<file path="src/hw/pbs_pkg.sv">
// Shared constants and types of the push-button power sequencer.
package pbs_pkg;
    localparam int CLK_FREQ_MHZ = 100;
    localparam int TICK_US = 1000;
    localparam int TICK_CYCLES_DEF = TICK_US * CLK_FREQ_MHZ;
    localparam int PRESC_W = 17;
    localparam int SEQ_W = 8;
    localparam int RAIL1_DELAY_MS = 2;
    localparam int RAIL2_DELAY_MS = 4;
    localparam logic [SEQ_W-1:0] RAIL1_TICKS = SEQ_W'(RAIL1_DELAY_MS * 1000 / TICK_US);
    localparam logic [SEQ_W-1:0] RAIL2_TICKS = SEQ_W'(RAIL2_DELAY_MS * 1000 / TICK_US);
    localparam logic [SEQ_W-1:0] RESET_TICKS_DEF = 8'h40;
    localparam logic [SEQ_W-1:0] DEBOUNCE_TICKS_DEF = 8'h08;
    localparam int NUM_RAILS = 7;
    localparam int RAIL1 = 0;
    localparam int RAIL2 = 1;
    localparam int RAIL3 = 2;
    localparam logic [NUM_RAILS-1:0] AUX_RAILS = 7'h78;
    localparam logic [NUM_RAILS-1:0] MAIN_RAILS = 7'h07;
    localparam logic [NUM_RAILS-1:0] RAIL1_ONLY = 7'h01;
    localparam int IN_PG_LSB = 0;
    localparam int IN_HOLD = 7;
    localparam int IN_AUX = 8;
    localparam int IN_SYS = 9;
    localparam int IN_STANDBY_VOLTAGE_SELECT = 10;
    localparam int IN_W = 11;
    localparam int ADDR_W = 8;
    localparam logic [ADDR_W-1:0] ADDR_CTRL = 8'h00;
    localparam logic [ADDR_W-1:0] ADDR_UNMASK = 8'h04;
    localparam logic [ADDR_W-1:0] ADDR_STATUS = 8'h08;
    localparam int CTRL_FORCE_BIT = 0;
    localparam int CTRL_HIB_BIT = 1;
    localparam int UNMASK_SYS_BIT = 0;
    localparam int UNMASK_FLT_BIT = 1;
    localparam int STAT_SYS_BIT = 0;
    localparam int STAT_FLT_BIT = 1;
    localparam int STAT_BTN_BIT = 2;
    localparam int STAT_RST_BIT = 3;
    localparam int STAT_RAIL_LSB = 8;
    localparam int STAT_STATE_LSB = 16;
    localparam logic [1:0] RESP_OKAY = 2'h0;
    localparam logic [1:0] RESP_SLVERR = 2'h2;
    typedef enum logic [2:0] {ST_OFF, ST_RAMP, ST_SEQ, ST_RUN, ST_HIB} pbs_state_e;
endpackage

</file>
<file path="src/hw/pbs_debounce.sv">
// Two-flop synchroniser and tick-based bounce filter for an active-low button pin.
`timescale 1ns/100ps
`default_nettype none
module pbs_debounce
    import pbs_pkg::*;
#(
    parameter logic [SEQ_W-1:0] STABLE_TICKS = DEBOUNCE_TICKS_DEF
) (
    input wire logic mclk, // System clock.
    input wire logic sys_rst, // Asynchronous reset, active high.
    input wire logic tick, // Timebase pulse.
    input wire logic raw_n, // Pin, low when pressed.
    output logic sync_o, // Synchronised press, high while pressed.
    output logic stable_o // Filtered press, high while pressed.
);
    typedef struct packed {
        logic s1;
        logic s2;
        logic stable;
        logic [SEQ_W-1:0] cnt;
    } pbs_deb_s;

    pbs_deb_s q, d;

    always_comb begin
        d = q;
        d.s1 = ~raw_n;
        d.s2 = q.s1;
        if (q.s2 == q.stable) begin
            d.cnt = '0;
        end else if (tick) begin
            if (q.cnt == STABLE_TICKS - 8'h01) begin
                d.stable = q.s2;
                d.cnt = '0;
            end else begin
                d.cnt = q.cnt + 8'h01;
            end
        end
    end

    always_ff @(posedge mclk or posedge sys_rst) begin
        if (sys_rst) begin
            q <= '0;
        end else begin
            q <= d;
        end
    end

    assign sync_o = q.s2;
    assign stable_o = q.stable;
endmodule
`default_nettype wire

</file>
<file path="src/hw/pbs_sequencer.sv">
// Push-button power sequencer with AXI4-Lite control registers.
// Notes on behaviour
// - Hard press forces CPU reset low immediately.
// - Button status pulls low while pressed.
// - Startup reset times out after rail three good.
// - Interrupt pulls low on any unmasked condition.
// - Interrupt sources reset masked, unmasked individually.
// - Release without hold aborts boot, rails off.
// - Button and hold rails 1-3; aux 4-7.
// - Press enables rail three, reset on good.
// - Rails one, two follow at 2, 4 ms.
// - Reset releases only while rail three good.
// - Millisecond timebase keeps delays inside tolerance.
// - Hold or aux keeps system powered.
// - Dropping aux then hold shuts down.
// - Sleep: aux off, hold on, standby select.
// - Wake: aux on, standby select lowered.
// - Hibernate keeps only rail one on.
// - Press in hibernate wakes rails one, three.
// - Force bit keeps rail one on.
// - Series-resistor press differs from direct short.
//
// Decided for this implementation: the AXI4-Lite register port and the address map.
`timescale 1ns/100ps
`default_nettype none
module pbs_sequencer
    import pbs_pkg::*;
#(
    parameter logic [PRESC_W-1:0] TICK_CYCLES = PRESC_W'(TICK_CYCLES_DEF),
    parameter logic [SEQ_W-1:0] RESET_TICKS = RESET_TICKS_DEF,
    parameter logic [SEQ_W-1:0] DEBOUNCE_TICKS = DEBOUNCE_TICKS_DEF
) (
    input wire logic mclk, // System clock, 100 MHz.
    input wire logic sys_rst, // Asynchronous reset, active high.
    input wire logic s_axi_awvalid, // Write address valid.
    output logic s_axi_awready, // Write address ready.
    input wire logic [ADDR_W-1:0] s_axi_awaddr, // Write address.
    input wire logic s_axi_wvalid, // Write data valid.
    output logic s_axi_wready, // Write data ready.
    input wire logic [31:0] s_axi_wdata, // Write data.
    input wire logic [3:0] s_axi_wstrb, // Write byte strobes.
    output logic s_axi_bvalid, // Write response valid.
    input wire logic s_axi_bready, // Write response ready.
    output logic [1:0] s_axi_bresp, // Write response.
    input wire logic s_axi_arvalid, // Read address valid.
    output logic s_axi_arready, // Read address ready.
    input wire logic [ADDR_W-1:0] s_axi_araddr, // Read address.
    output logic s_axi_rvalid, // Read data valid.
    input wire logic s_axi_rready, // Read data ready.
    output logic [31:0] s_axi_rdata, // Read data.
    output logic [1:0] s_axi_rresp, // Read response.
    input wire logic push_button_in_n, // Button pressed through either path, low.
    input wire logic push_button_short_n, // Button shorted hard to ground, low.
    input wire logic main_rail_hold, // Processor hold of rails one to three.
    input wire logic aux_rail_enable, // Processor enable of rails four to seven.
    input wire logic standby_voltage_select, // Standby voltage request.
    input wire logic [NUM_RAILS-1:0] rail_pgood, // Power-good of rails one to seven.
    input wire logic sys_voltage_low, // System voltage below threshold.
    output logic [NUM_RAILS-1:0] rail_enable, // Regulator enables, rail one in bit 0.
    output logic standby_select_out, // Standby level request to rails one to three.
    output logic cpu_reset_out_o, // Open-drain reset level, always low.
    output logic cpu_reset_out_oe, // Reset pulled low when high.
    output logic button_status_out_o, // Open-drain status level, always low.
    output logic button_status_out_oe, // Status pulled low when high.
    output logic interrupt_request_out_o, // Open-drain interrupt level, always low.
    output logic interrupt_request_out_oe // Interrupt pulled low when high.
);
    typedef struct packed {
        logic [IN_W-1:0] sync1;
        logic [IN_W-1:0] sync2;
        logic [PRESC_W-1:0] presc;
        logic tick;
        pbs_state_e state;
        logic wake;
        logic [SEQ_W-1:0] seq;
        logic rst_low;
        logic [SEQ_W-1:0] rst_cnt;
        logic [NUM_RAILS-1:0] rail_en;
        logic force_on;
        logic hib_rdy;
        logic [1:0] unmask;
        logic irq;
        logic btn;
        logic aw_have;
        logic [ADDR_W-1:0] awaddr;
        logic w_have;
        logic [31:0] wdata;
        logic wstrb0;
        logic bvalid;
        logic [1:0] bresp;
        logic rvalid;
        logic [1:0] rresp;
        logic [31:0] rdata;
    } pbs_sq_s;

    pbs_sq_s q, d;
    logic pb_sync, pb_stable, short_sync;
    logic hold, aux, pg3, sys_low, fault;

    function automatic logic addr_known(input logic [ADDR_W-1:0] a);
        addr_known = (a == ADDR_CTRL) || (a == ADDR_UNMASK) || (a == ADDR_STATUS);
    endfunction

    function automatic logic [NUM_RAILS-1:0] rail_bit(input int idx);
        rail_bit = NUM_RAILS'(1) << idx;
    endfunction

    pbs_debounce #(
        .STABLE_TICKS(DEBOUNCE_TICKS)
    ) u_button (
        .mclk(mclk),
        .sys_rst(sys_rst),
        .tick(q.tick),
        .raw_n(push_button_in_n),
        .sync_o(pb_sync),
        .stable_o(pb_stable)
    );

    // The short path is read raw after the flops so manual reset acts at once.
    pbs_debounce #(
        .STABLE_TICKS(DEBOUNCE_TICKS)
    ) u_short (
        .mclk(mclk),
        .sys_rst(sys_rst),
        .tick(q.tick),
        .raw_n(push_button_short_n),
        .sync_o(short_sync),
        .stable_o()
    );

    assign hold = q.sync2[IN_HOLD];
    assign aux = q.sync2[IN_AUX];
    assign sys_low = q.sync2[IN_SYS];
    assign pg3 = q.sync2[IN_PG_LSB + RAIL3];
    assign fault = (q.state == ST_RUN) && |(q.rail_en & ~q.sync2[IN_PG_LSB +: NUM_RAILS]);

    always_comb begin
        d = q;
        d.sync1 = {standby_voltage_select, sys_voltage_low, aux_rail_enable, main_rail_hold, rail_pgood};
        d.sync2 = q.sync1;
        // Free-running millisecond timebase; its unknown phase costs at most one tick.
        if (q.presc == TICK_CYCLES - 17'h00001) begin
            d.presc = '0;
            d.tick = 1'b1;
        end else begin
            d.presc = q.presc + 17'h00001;
            d.tick = 1'b0;
        end

        case (q.state)
            ST_OFF: begin
                d.rail_en = '0;
                if (pb_stable) begin
                    d.state = ST_RAMP;
                    d.wake = 1'b0;
                end
            end
            ST_HIB: begin
                d.rail_en = RAIL1_ONLY;
                if (pb_stable) begin
                    d.state = ST_RAMP;
                    d.wake = 1'b1;
                end
            end
            ST_RAMP: begin
                d.rail_en = rail_bit(RAIL3) | ((q.wake || q.force_on) ? RAIL1_ONLY : '0);
                d.seq = '0;
                if (!pb_stable && !hold) begin
                    d.state = q.force_on ? ST_HIB : ST_OFF;
                    d.rail_en = q.force_on ? RAIL1_ONLY : '0;
                end else if (pg3) begin
                    d.state = ST_SEQ;
                end
            end
            ST_SEQ: begin
                if (q.tick && q.seq != RAIL2_TICKS) begin
                    d.seq = q.seq + 8'h01;
                end
                d.rail_en = rail_bit(RAIL3) | (aux ? AUX_RAILS : '0);
                if (q.wake || q.force_on || q.seq >= RAIL1_TICKS) begin
                    d.rail_en = d.rail_en | RAIL1_ONLY;
                end
                if (q.seq >= RAIL2_TICKS) begin
                    d.rail_en = d.rail_en | rail_bit(RAIL2);
                end
                if (!pb_stable && !hold) begin
                    d.state = q.force_on ? ST_HIB : ST_OFF;
                    d.rail_en = q.force_on ? RAIL1_ONLY : '0;
                end else if (q.seq == RAIL2_TICKS) begin
                    d.state = ST_RUN;
                end
            end
            ST_RUN: begin
                d.rail_en = ((pb_stable || hold || aux) ? MAIN_RAILS : '0) | (aux ? AUX_RAILS : '0);
                if (q.force_on) begin
                    d.rail_en = d.rail_en | RAIL1_ONLY;
                end
                if (!pb_stable && !hold && !aux) begin
                    d.state = q.force_on ? ST_HIB : ST_OFF;
                    d.rail_en = q.force_on ? RAIL1_ONLY : '0;
                end
            end
            default: begin
                d.state = ST_OFF;
                d.rail_en = '0;
            end
        endcase

        // Reset stays low while unpowered, ramping, shorted or rail three not good.
        if (q.state == ST_OFF || q.state == ST_HIB || q.state == ST_RAMP || short_sync || !pg3) begin
            d.rst_low = 1'b1;
            d.rst_cnt = '0;
        end else if (q.rst_low && q.tick) begin
            if (q.rst_cnt == RESET_TICKS - 8'h01) begin
                d.rst_low = 1'b0;
            end else begin
                d.rst_cnt = q.rst_cnt + 8'h01;
            end
        end

        d.btn = pb_sync;
        d.irq = (sys_low && q.unmask[UNMASK_SYS_BIT]) || (fault && q.unmask[UNMASK_FLT_BIT]);

        if (s_axi_awvalid && s_axi_awready) begin
            d.aw_have = 1'b1;
            d.awaddr = s_axi_awaddr;
        end
        if (s_axi_wvalid && s_axi_wready) begin
            d.w_have = 1'b1;
            d.wdata = s_axi_wdata;
            d.wstrb0 = s_axi_wstrb[0];
        end
        if (q.aw_have && q.w_have) begin
            d.aw_have = 1'b0;
            d.w_have = 1'b0;
            d.bvalid = 1'b1;
            d.bresp = addr_known(q.awaddr) ? RESP_OKAY : RESP_SLVERR;
            if (q.wstrb0 && q.awaddr == ADDR_CTRL) begin
                d.force_on = q.wdata[CTRL_FORCE_BIT];
                d.hib_rdy = q.wdata[CTRL_HIB_BIT];
            end
            if (q.wstrb0 && q.awaddr == ADDR_UNMASK) begin
                d.unmask = {q.wdata[UNMASK_FLT_BIT], q.wdata[UNMASK_SYS_BIT]};
            end
        end else if (q.bvalid && s_axi_bready) begin
            d.bvalid = 1'b0;
        end

        if (s_axi_arvalid && s_axi_arready) begin
            d.rvalid = 1'b1;
            d.rresp = addr_known(s_axi_araddr) ? RESP_OKAY : RESP_SLVERR;
            d.rdata = '0;
            case (s_axi_araddr)
                ADDR_CTRL: begin
                    d.rdata[CTRL_FORCE_BIT] = q.force_on;
                    d.rdata[CTRL_HIB_BIT] = q.hib_rdy;
                end
                ADDR_UNMASK: begin
                    d.rdata[UNMASK_SYS_BIT] = q.unmask[UNMASK_SYS_BIT];
                    d.rdata[UNMASK_FLT_BIT] = q.unmask[UNMASK_FLT_BIT];
                end
                ADDR_STATUS: begin
                    d.rdata[STAT_SYS_BIT] = sys_low;
                    d.rdata[STAT_FLT_BIT] = fault;
                    d.rdata[STAT_BTN_BIT] = pb_stable;
                    d.rdata[STAT_RST_BIT] = q.rst_low;
                    d.rdata[STAT_RAIL_LSB +: NUM_RAILS] = q.rail_en;
                    d.rdata[STAT_STATE_LSB +: 3] = q.state;
                end
                default: begin
                    d.rdata = '0;
                end
            endcase
        end else if (q.rvalid && s_axi_rready) begin
            d.rvalid = 1'b0;
        end
    end

    always_ff @(posedge mclk or posedge sys_rst) begin
        if (sys_rst) begin
            q <= '0;
            q.rst_low <= 1'b1;
        end else begin
            q <= d;
        end
    end

    assign s_axi_awready = !q.aw_have && !q.bvalid;
    assign s_axi_wready = !q.w_have && !q.bvalid;
    assign s_axi_bvalid = q.bvalid;
    assign s_axi_bresp = q.bresp;
    assign s_axi_arready = !q.rvalid;
    assign s_axi_rvalid = q.rvalid;
    assign s_axi_rdata = q.rdata;
    assign s_axi_rresp = q.rresp;
    assign rail_enable = q.rail_en;
    assign standby_select_out = q.sync2[IN_STANDBY_VOLTAGE_SELECT];
    assign cpu_reset_out_o = 1'b0;
    assign cpu_reset_out_oe = q.rst_low;
    assign button_status_out_o = 1'b0;
    assign button_status_out_oe = q.btn;
    assign interrupt_request_out_o = 1'b0;
    assign interrupt_request_out_oe = q.irq;

    manual_reset_a: assert property (@(posedge mclk) disable iff (sys_rst)
        short_sync |=> cpu_reset_out_oe [*2])
        else $error("Reset not held during hard press.");

    button_status_a: assert property (@(posedge mclk) disable iff (sys_rst)
        ##1 button_status_out_oe == $past(pb_sync))
        else $error("Button status does not follow the button.");

    startup_reset_a: assert property (@(posedge mclk) disable iff (sys_rst)
        (q.state == ST_RAMP && d.state == ST_SEQ) |=> cpu_reset_out_oe)
        else $error("Reset released before its timeout.");

    irq_masked_a: assert property (@(posedge mclk) disable iff (sys_rst)
        (q.unmask == 2'b00) [*2] |-> !interrupt_request_out_oe)
        else $error("Masked source raised the interrupt.");

    boot_abort_a: assert property (@(posedge mclk) disable iff (sys_rst)
        (q.state == ST_SEQ && !pb_stable && !hold && !q.force_on) |=> q.state == ST_OFF && rail_enable == '0)
        else $error("Boot not aborted on early release.");

    rail_two_delay_a: assert property (@(posedge mclk) disable iff (sys_rst)
        ($rose(rail_enable[RAIL2]) && $past(q.state) == ST_SEQ) |-> $past(q.seq) == RAIL2_TICKS)
        else $error("Rail two enabled at the wrong delay.");

    reset_release_a: assert property (@(posedge mclk) disable iff (sys_rst)
        $fell(cpu_reset_out_oe) |-> $past(pg3) && $past(q.rst_cnt) == RESET_TICKS - 8'h01)
        else $error("Reset released without rail three good.");

    hold_keeps_a: assert property (@(posedge mclk) disable iff (sys_rst)
        (q.state == ST_RUN && hold) |=> q.state == ST_RUN)
        else $error("Run left while hold asserted.");

    hibernate_rail_a: assert property (@(posedge mclk) disable iff (sys_rst)
        (q.state == ST_HIB) [*2] |-> rail_enable == RAIL1_ONLY)
        else $error("Hibernate rails wrong.");
endmodule
`default_nettype wire

</file>
<file path="config.mk">
export PLATFORM = sky130hd
export DESIGN_NAME = pbs_sequencer
export DESIGN_NICKNAME = d
export VERILOG_FILES = /design/src/hw/pbs_pkg.sv /design/src/hw/pbs_debounce.sv /design/src/hw/pbs_sequencer.sv
export SDC_FILE = /design/constraint.sdc
export NUM_CORES = 1
export LEC_CHECK = 0
export BUFFER_PORTS_ARGS = -buffer_cell sky130_fd_sc_hd__buf_2
export CAP_MARGIN = 20
export CORE_AREA = 2 2 100 102
export DETAILED_ROUTE_END_ITERATION = 10
export DIE_AREA = 0 0 102 104
export GPL_TIMING_DRIVEN = 1
export PLACE_DENSITY = 0.88
export SYNTH_ARGS = -nofsm -noshare
export SYNTH_HDL_FRONTEND = slang
export SYNTH_SLANG_ARGS = --single-unit
</file>
<file path="constraint.sdc">
create_clock -name mclk -period 8.1 [get_ports mclk]
set_input_delay 0 -clock mclk [delete_from_list [all_inputs] [get_ports mclk]]
set_output_delay 0 -clock mclk [all_outputs]
set_load 0.02 [all_outputs]
</file>
# --- Word-level counts from Yosys, hierarchy flattened ---
# Index checks and enable logic that the tools add are counted.
# Widths: inputs -> output; s select.
totals:
  register_bits: 150
  out_inout_bits: 55
  inputBits: 72
  word_cells: 168
classes:
  n_lt_le_gt_ge: 2
  n_mux: 45
  n_eq_ne: 21
  bitwise_logic: 6
  add_sub_neg: 4
  n_reduce_logical: 59
op_table:
  columns: ["operator", "count"]
  rows:
  - ["$mux 8", 5]
  - ["$mux 34", 1]
  - ["$eq 8x3->1 const B", 4]
  - ["$mux 7", 4]
  - ["$pmux 7 s4", 1]
  - ["$mux 3", 9]
  - ["$mux 9", 3]
  - ["$add 8x1->8 const B", 3]
  - ["$mux 18", 1]
  - ["$reduce_bool 2->1", 9]
  - ["$add 17x1->17 const B", 1]
  - ["$eq 17x17->1 const B", 1]
  - ["$logic_and 1x1->1", 17]
  - ["$eq 8x4->1 const B", 2]
  - ["$logic_not 8->1", 2]
  - ["$pmux 8 s2", 1]
  - ["$pmux 3 s5", 1]
  - ["$logic_or 1x1->1", 13]
  - ["$mux 1", 11]
  - ["$reduce_and 2->1", 5]
  - ["$eq 8x6->1 const B", 1]
  - ["$ge 8x2->1 const B", 1]
  - ["$ge 8x3->1 const B", 1]
  - ["$logic_not 1->1", 8]
  - ["other kinds (20)", 32]

# --- Longest topological paths before layout ---
# Gate-level depths: netlist (run 1).
logic_depth:
  depth_word: 7
  ltp_mapped: 6
  mapped_depth_nobuf: 5

# --- Modules after synthesis ---
# Synthesis (run 1) repeated with hierarchy kept, for this count alone.
hier_totals:
  hier_cells: 515
  hier_area_um2: 5680.4
modules_own_cells:
  columns: ["mod", "area_per_inst_um2", "cells_per_inst", "seq_area_each_um2", "n_inst"]
  rows:
  - ["pbs_sequencer", 4524.3, 397, 2478.6, 1]
  - ["pbs_debounce", 578.1, 59, 275.3, 2]

# --- Least setup slack after synthesis (run 1) ---
# No wires, ideal clock.
synth_timing:
  path_type: "flip-flop to flip-flop"
  startpoint: "reg q[94] in the netlist's numbering"
  endpoint: "reg q[100] in the netlist's numbering"
  setup_slack_ps: 6250
  required_ps: 8022
  arrival_time_ps: 1772
  period_less_slack_ps: 1850
  stages_incl_launch_ff: 7
  n_path_buf: 1
  setup_ps: 78
  path_cell_list: "dfrtp_1 > ha_1 > nor4bb_1 > clkbuf_1 > a21oi_1 > or3b_2 > a21oi_1"
synth_via:
  elab_chain_len: 4
  elab_cells_between_ends: 7
  classes_between: "add/sub (1); eq/ne (2); mux (3); reduce/logical (1)"
synth_rtl:
  columns: ["item", "line", "source"]
  rows:
  - ["start: declaration", "pbs_sequencer.sv:96", "pbs_sq_s q, d;"]
  - ["$add 8x1->8", "pbs_sequencer.sv:217", "d.rst_cnt = q.rst_cnt + 8'h01;"]
  - ["$mux 8", "pbs_sequencer.sv:214", "if (q.rst_cnt == RESET_TICKS - 8'h01) begin"]
  - ["$mux 9", "pbs_sequencer.sv:213", "end else if (q.rst_low && q.tick) begin"]
  - ["$mux 9", "pbs_sequencer.sv:210", "if (q.state == ST_OFF || q.state == ST_HIB || q.state == ST_RAMP || short_sync || !pg3) begin"]
# Several ways; a longest one is shown, not always the timed one. The select of a mux whose other input is x is not followed.
# A chain may end at the register's enable or synchronous reset.

# --- Worst setup path in the final report (run 1) ---
layout_timing:
  startpoint: "reg q, in the netlist s_axi_rvalid"
  endpoint: "reg q, in the netlist s_axi_rdata[1]"
layout_via:
  elab_chain_len: 2
layout_rtl:
  columns: ["item", "line", "source"]
  rows:
  - ["$logic_not 1->1", "pbs_sequencer.sv:292", "assign s_axi_arready = !q.rvalid;"]
  - ["$logic_and 1x1->1", "pbs_sequencer.sv:249", "if (s_axi_arvalid && s_axi_arready) begin"]
# No other way between the ends.

==> metrics.md, run 1 <==
| Metric | Value |
|---|---|
| HP Class | `in -> reg` |
| Fmax | `~480 MHz` |
| Die W | `102 um` |
| Kind of critical path | `reg -> reg` |
| Crit path DAT | `2.40 ns` |
| Final Instance Count excl. Fillers | `675` |
| Final WL | `9990 um` |
| Hold-fix buffers, CTS | `32` |
| Slew margin rel. | `45.2%` |
| Clk root buf | `clkbuf_8` |
| Final setup fails | `0` |
| Starting Density | `53.3%` |
| TritonCTS Sinks | `around 110` |
| Port bufs | `70` |
| Total grt overflow | `0` |
| Synth Register Bits | `112` |
| Max Root-Sink Buffers | `2` |
| Die Y | `104 um` |
| Status | `finished, final reports clean` |
| Synth async-reset ratio | `100%` |
| Total number of vias | `3612` |
| Post-DP HPWL | `6600 um` |
| Peak supply drop | `0.194 mV` |
| Core area | `about 0.0095 mm2` |
| Tmin final | `2.08 ns` |
| Mapped Area | `0.00509 mm2` |
| Post-CTS Setup Inserts | `0` |
| Power Dens Cells | `between 150 and 200 mW/mm2` |
| Fin. Hold Viols | `0` |
| DRC errors left | `0` |
| Clock Latency Late Sink | `0.39 ns` |
| LEAKAGE | `2.72 nW` |
| Reg2reg setup slack | `6.02 ns` |
| Max-slew violations | `0` |
| Max-Cap Viols | `0` |
| Syn-to-layout area delta | `14.8%` |
| H-Tree Level Count | `3` |
| Syn_area_per_cell | `approximately 11 um2` |
| Setup Skew | `between 0.015 and 0.02 ns` |
| Post-route ant nets | `0` |
| Worst slew pin tran | `0.822 ns` |
| Synth top area share | `54.6%` |
| Post_cts resized | `0` |
| WL/cell | `14.8 um` |
| Ports | `approximately 130` |
| R2R depth | `5` |
| Largest area contributor in the netlist | `dfrtp_1` |
| TNS Setup | `0 ns` |
| CP Data Required Time | `8.42 ns` |
| Cells after synthesis | `between 400 and 500` |
| Fraction of layout cells with a size suffix above 1 | `20.9%` |
| Initial DRT Pass Iterations | `4` |
| Post-synth EDFFs | `0` |
| TritonCTS clock tree | `done` |
| Critical Path Start Type | `flop` |
| Synth warn | `0` |
| Wl on met1 | `3950 um` |
| Tot GR Track Use | `slightly above 20%` |
| Cell Rows | `36` |
| Via density | `around 5.4` |
| Final nets | `about 610` |
| Wire length of the first global-routing pass | `around 17000 um` |
| Routability cong. | `0.891` |
| Seq/Total Area, Yosys | `between 50% and 60%` |
| Final Cycle Share | `25.6%` |
| Top layer used by detailed routing | `met4` |
| Placed Cells | `625` |
| Most used DFF post-synth | `dfrtp_1` |
| Metal2 WL | `5180 um` |
| Num CTS Buffers | `9` |
| CP Capture Type | `flop` |
| RSZ-0062 raised after global routing | `no` |
| Initial DRC count | `248` |
| Initial antenna violation count | `1` |
| CTS clock-pin slew for the worst setup and hold paths | `0.10 ns` |
| Hold-critical path depth | `3` |
| Netlist cell types | `59` |
| Met3 WL | `roughly 580 um` |
| Vias in the first global route | `3609` |
| Top cells by area, synth | `dfrtp_1, buf_4, xnor2_1` |
| Pin count of the biggest net entering global routing | `69` |
| CP max FO | `14` |
| Die area | `0.0106 mm2` |
[where the power goes]
group | internal [mW] | switching, mW | total [mW]
Clock | 0.122 | 0.205 | 0.327
Sequential | 0.606 | 0.0370 | 0.643
Combinational | 0.0700 | 0.0790 | 0.149
[worst max-delay path: stages (launching register included)]
cell and delay (ns):
dfrtp_1 0.39, inv_1 0.12, nand2_1 0.32, nor4_1 0.44, dlygate4sd3_1 0.63, a22o_1 0.13
[sequential cells by signal (all words and copies together) (netlist names), 4 cells and up]
register and flops:
d 11, q 62, rail_enable 4, s_axi_rdata 11
u_button.q 8
[synth_stat cells, types with 4 or more instances]
| cell type | count |
|---|---|
| and3_1 | 5 |
| nor2_1 | 30 |
| a21o_1 | 6 |
| nand4_1 | 9 |
| mux2_2 | 12 |
| buf_4 | 46 |
| inv_1 | 10 |
| or4_1 | 8 |
| a22o_1 | 12 |
| mux2i_1 | 6 |
| and2_1 | 4 |
| xor2_1 | 8 |
| nand2_1 | 38 |
| nor2b_1 | 5 |
| o21ai_0 | 13 |
| clkbuf_1 | 10 |
| mux2_1 | 4 |
| xnor2_1 | 17 |
| nor3_1 | 6 |
| or3_1 | 6 |
| ha_1 | 5 |
| dfrtp_1 | 111 |
| nand3_1 | 15 |
| a21oi_1 | 18 |
[worst paths after layout]
path,from,to
max in group asynchronous,sys_rst,s_axi_rdata[8]
min,s_axi_wvalid,q[71]
max,s_axi_rvalid,s_axi_rdata[1]
max reg2reg,s_axi_rvalid,s_axi_rdata[1]
min reg2reg,d[139],q[139]
min in group asynchronous,sys_rst,q[39]
[final cells by class]
| class | instances | area, um2 |
|---|---|---|
| antenna | 1 | 2.50 |
| clock inverter | 7 | 76.3 |
| sequential | 112 | 2800 |
| tap | 133 | 166 |
| timing repair buffer | 104 | 683 |
| inverter | 10 | 40.0 |
| fill | 710 | 3710 |
| clock buffer | 9 | 124 |
| multi-input combinational | 299 | 1940 |
[through the flow]
step,setup WS [ns],power (mW),instance area [um2],hold slack (ns),util [%]
after floorplan,5.14,0.756,5170,0.0314,-
after CTS,5.86,1.12,5830,0.0325,61.1
after global routing,5.88,1.18,5840,0.0319,61.2
final,6.02,1.12,5840,0.0500,61.2
after global placement,6.00,0.781,5310,0.0756,55.6
after detailed placement,5.87,0.792,5310,0.0854,55.6
[layer usage]
metal  vias to the layer above  global-route usage (%)
met5                         -                       0
met4                         0                    7.24
met3                        27                    7.12
met2                       138                    33.7
met1                      1751                    24.6
li1                       1696                       -
[logic make-up (layout without fill, tap and decap cells)]
group	count (synthesis)	after routing	share of synthesized area [%]
AND/OR/NAND/NOR	152	152	16.7
flip-flops	112	112	55.1
AO/OA/AOI/OAI	72	72	9.57
buffers and inverters	66	130	8.27
XOR/XNOR	25	25	4.31
multiplexers	22	22	4.72
adder cells (fa/ha/maj)	5	5	1.23
other	1	24	0.0737
[cells in the final DEF, fill, tap and decap left out, drive strengths merged, types with 13 or more instances in the layout]
cell	n
a21oi	18
buf	71
conb	23
dfrtp	111
dlygate4sd3	32
inv	13
mux2	16
nand2	38
nand3	15
nor2	30
o21ai	15
xnor2	17
(Power assumes the default switching activity.)
==> run 2, diff against run 1 <==
- CORE_AREA: 2 2 100 102 -> 2 2 101 103
- DIE_AREA: 0 0 102 104 -> 0 0 103 105
- PLACE_DENSITY: 0.88 -> 0.87
- clock period: 8.1 -> 2.1 ns (I/O delays scaled with it)
==> run 2 against run 1 <==
Sequential share of layout area shrank 0.87 points. Clock power grew to 4.1 times the previous value. Maximum frequency grew 6.8%. Count of clock-buffer cells in the layout grew 1. Total power grew to 4.0 times the previous value. Setup slack lost 5.9 ns. Register-to-register slack lost 5.9 ns. Hold slack gained 0.010 ns. Highest routed layer unchanged.
==> metrics.md, run 2 (synthesized netlist as in run 1, its figures left out) <==
| Metric | Value |
|---|---|
| Clock Latency Late Sink | `0.39 ns` |
| Die W | `103 um` |
| Cell Rows | `36` |
| Part of the power in registers | `56.0%` |
| Crit path DAT | `roughly 2.2 ns` |
| Commonest non-fill, non-tap cell in the layout | `dfrtp_1` |
| CP Data Required Time | `2.38 ns` |
| GR met1 Demand/Resource | `between 20% and 30%` |
| Starting Density | `a little over half` |
| H-Tree Level Count | `3` |
| Switching Fraction | `28.0%` |
| Routability cong. | `0.893` |
| Final WL | `10400 um` |
| TritonCTS Sinks | `112` |
| Tmin final | `1.94 ns` |
| Vias in the first global route | `3732` |
| Ports | `127` |
| Clock power share | `30.4%` |
| Tot GR Track Use | `20.5%` |
| Post-DP HPWL | `slightly below 7000 um` |
| LEAKAGE | `around 2.8 nW` |
| Via density | `5.44` |
| Die Y | `between 100 and 150 um` |
| Final setup fails | `0` |
| Port bufs | `70` |
| Fraction of layout cells with a size suffix above 1 | `roughly 22%` |
| Die area | `about 0.011 mm2` |
| Total grt overflow | `0` |
| CTS clock-pin slew for the worst setup and hold paths | `0.11 ns` |
| Max reg flops | `62` |
| Power Dens Cells | `around 750 mW/mm2` |
| WL/cell | `15.1 um` |
| Pin count of the biggest net entering global routing | `48` |
| Status | `finished, final reports clean` |
| Met3 Resource Use GR | `4.35%` |
| TritonCTS clock tree | `done` |
| TNS Setup | `0 ns` |
| Slew margin rel. | `between 50% and 60%` |
| Final Cycle Share | `roughly 93%` |
| Total number of vias | `roughly 3700` |
| Psw | `1.25 mW` |
| Final nets | `622` |
| Syn-to-layout area delta | `16.9%` |
| DRC errors left | `0` |
| Worst slew pin tran | `about 0.65 ns` |
| Initial DRC count | `316` |
| Max-slew violations | `0` |
| HP Class | `in -> reg` |
| Most used routing layer | `met2` |
| Largest Register | `q` |
| Fin. Hold Viols | `0` |
| RSZ-0062 raised after global routing | `no` |
| Gate power share | `between 10 and 15%` |
| Post-route ant nets | `0` |
| CP max FO | `3` |
| Num CTS Buffers | `9` |
| Max-Cap Viols | `0` |
| Setup Skew | `about 0.012 ns` |
| Wire length of the first global-routing pass | `roughly 18000 um` |
| Clk root buf | `clkbuf_8` |
| CP Capture Type | `flop` |
| Internal | `between 3 and 4 mW` |
| Initial DRT Pass Iterations | `5` |
| Fmax | `514 MHz` |
| Max Root-Sink Buffers | `2` |
| Final core utilization | `61.7%` |
| Core area | `roughly 0.0096 mm2` |
| Peak supply drop | `0.739 mV` |
| Initial antenna violation count | `0` |
| Met2 usage | `33.5%` |
| Kind of critical path | `reg -> reg` |
| Most frequent cells in the layout | `dfrtp_1, buf_2, nand2_1` |
| Critical Path Start Type | `flop` |
[run 2: worst paths after layout]
check,from,endpoint,slack [ns],cells after the start
min reg2reg,d[140],hold,0.36,0
min in group asynchronous,sys_rst,q[38],0.25,3
max in group asynchronous,sys_rst,cpu_reset_out_oe,1.18,4
max reg2reg,q[73],q[86],0.16,4
min,s_axi_araddr[3],s_axi_rdata[1],0.06,3
max,q[73],q[86],0.16,4
[run 2: final cells by class]
cell class                      instances  area [um2]
Tap cell                              133         166
Clock buffer                           10         128
Antenna cell                            1        2.50
Timing Repair Buffer                  113         778
Inverter                               10        41.3
Clock inverter                          6        83.8
Fill cell                             731        3690
Sequential cell                       112        2800
Multi-Input combinational cell        299        1940
[run 2: per-stage QoR]
stage          cell area (um2)  setup slack [ns]  hold slack (ns)  instances  total power, mW
2_1_floorplan             5170             0.250           0.0314        477             2.92
3_3_place_gp              5410             0.218            0.103        635             3.02
3_5_place_dp              5410             0.181            0.110        635             3.07
4_1_cts                   5950             0.170           0.0304        683             4.44
5_1_grt                   5950            0.0785           0.0679        683             4.63
6_report                  5950             0.156           0.0601        684             4.45
[run 2: routing by layer]
layer | up-vias | part of all wire (%)
li1 | 1721 | -
met3 | 25 | 5.5
met5 | - | 0
met1 | 1832 | 41
met2 | 145 | 51
met4 | 0 | 2.5
[run 2: repair_timing]
action | CTS | global route
resized for setup | 0 | 0
hold buffers | 32 | 0
buffers inserted | 0 | 0
setup endpoints to repair | 0 | 0
endpoints found under the hold margin | 56 | 0
[run 2: power by group through the flow]
| stage | Sequential (mW) | Clock [mW] | Combinational [mW] |
|---|---|---|---|
| after floorplan | 2.50 | 0 | 0.419 |
| after global placement | 2.51 | 0 | 0.518 |
| after detailed placement | 2.52 | 0 | 0.543 |
| after CTS | 2.48 | 1.37 | 0.593 |
| after global routing | 2.51 | 1.46 | 0.662 |
| final | 2.49 | 1.35 | 0.605 |
[run 2: worst max-delay path, cell delays in order, from the launching register on]
cell	delay (ns)
dfrtp_1	0.39
or4_4	0.54
nor4_4	0.27
and4bb_1	0.29
mux2_1	0.34
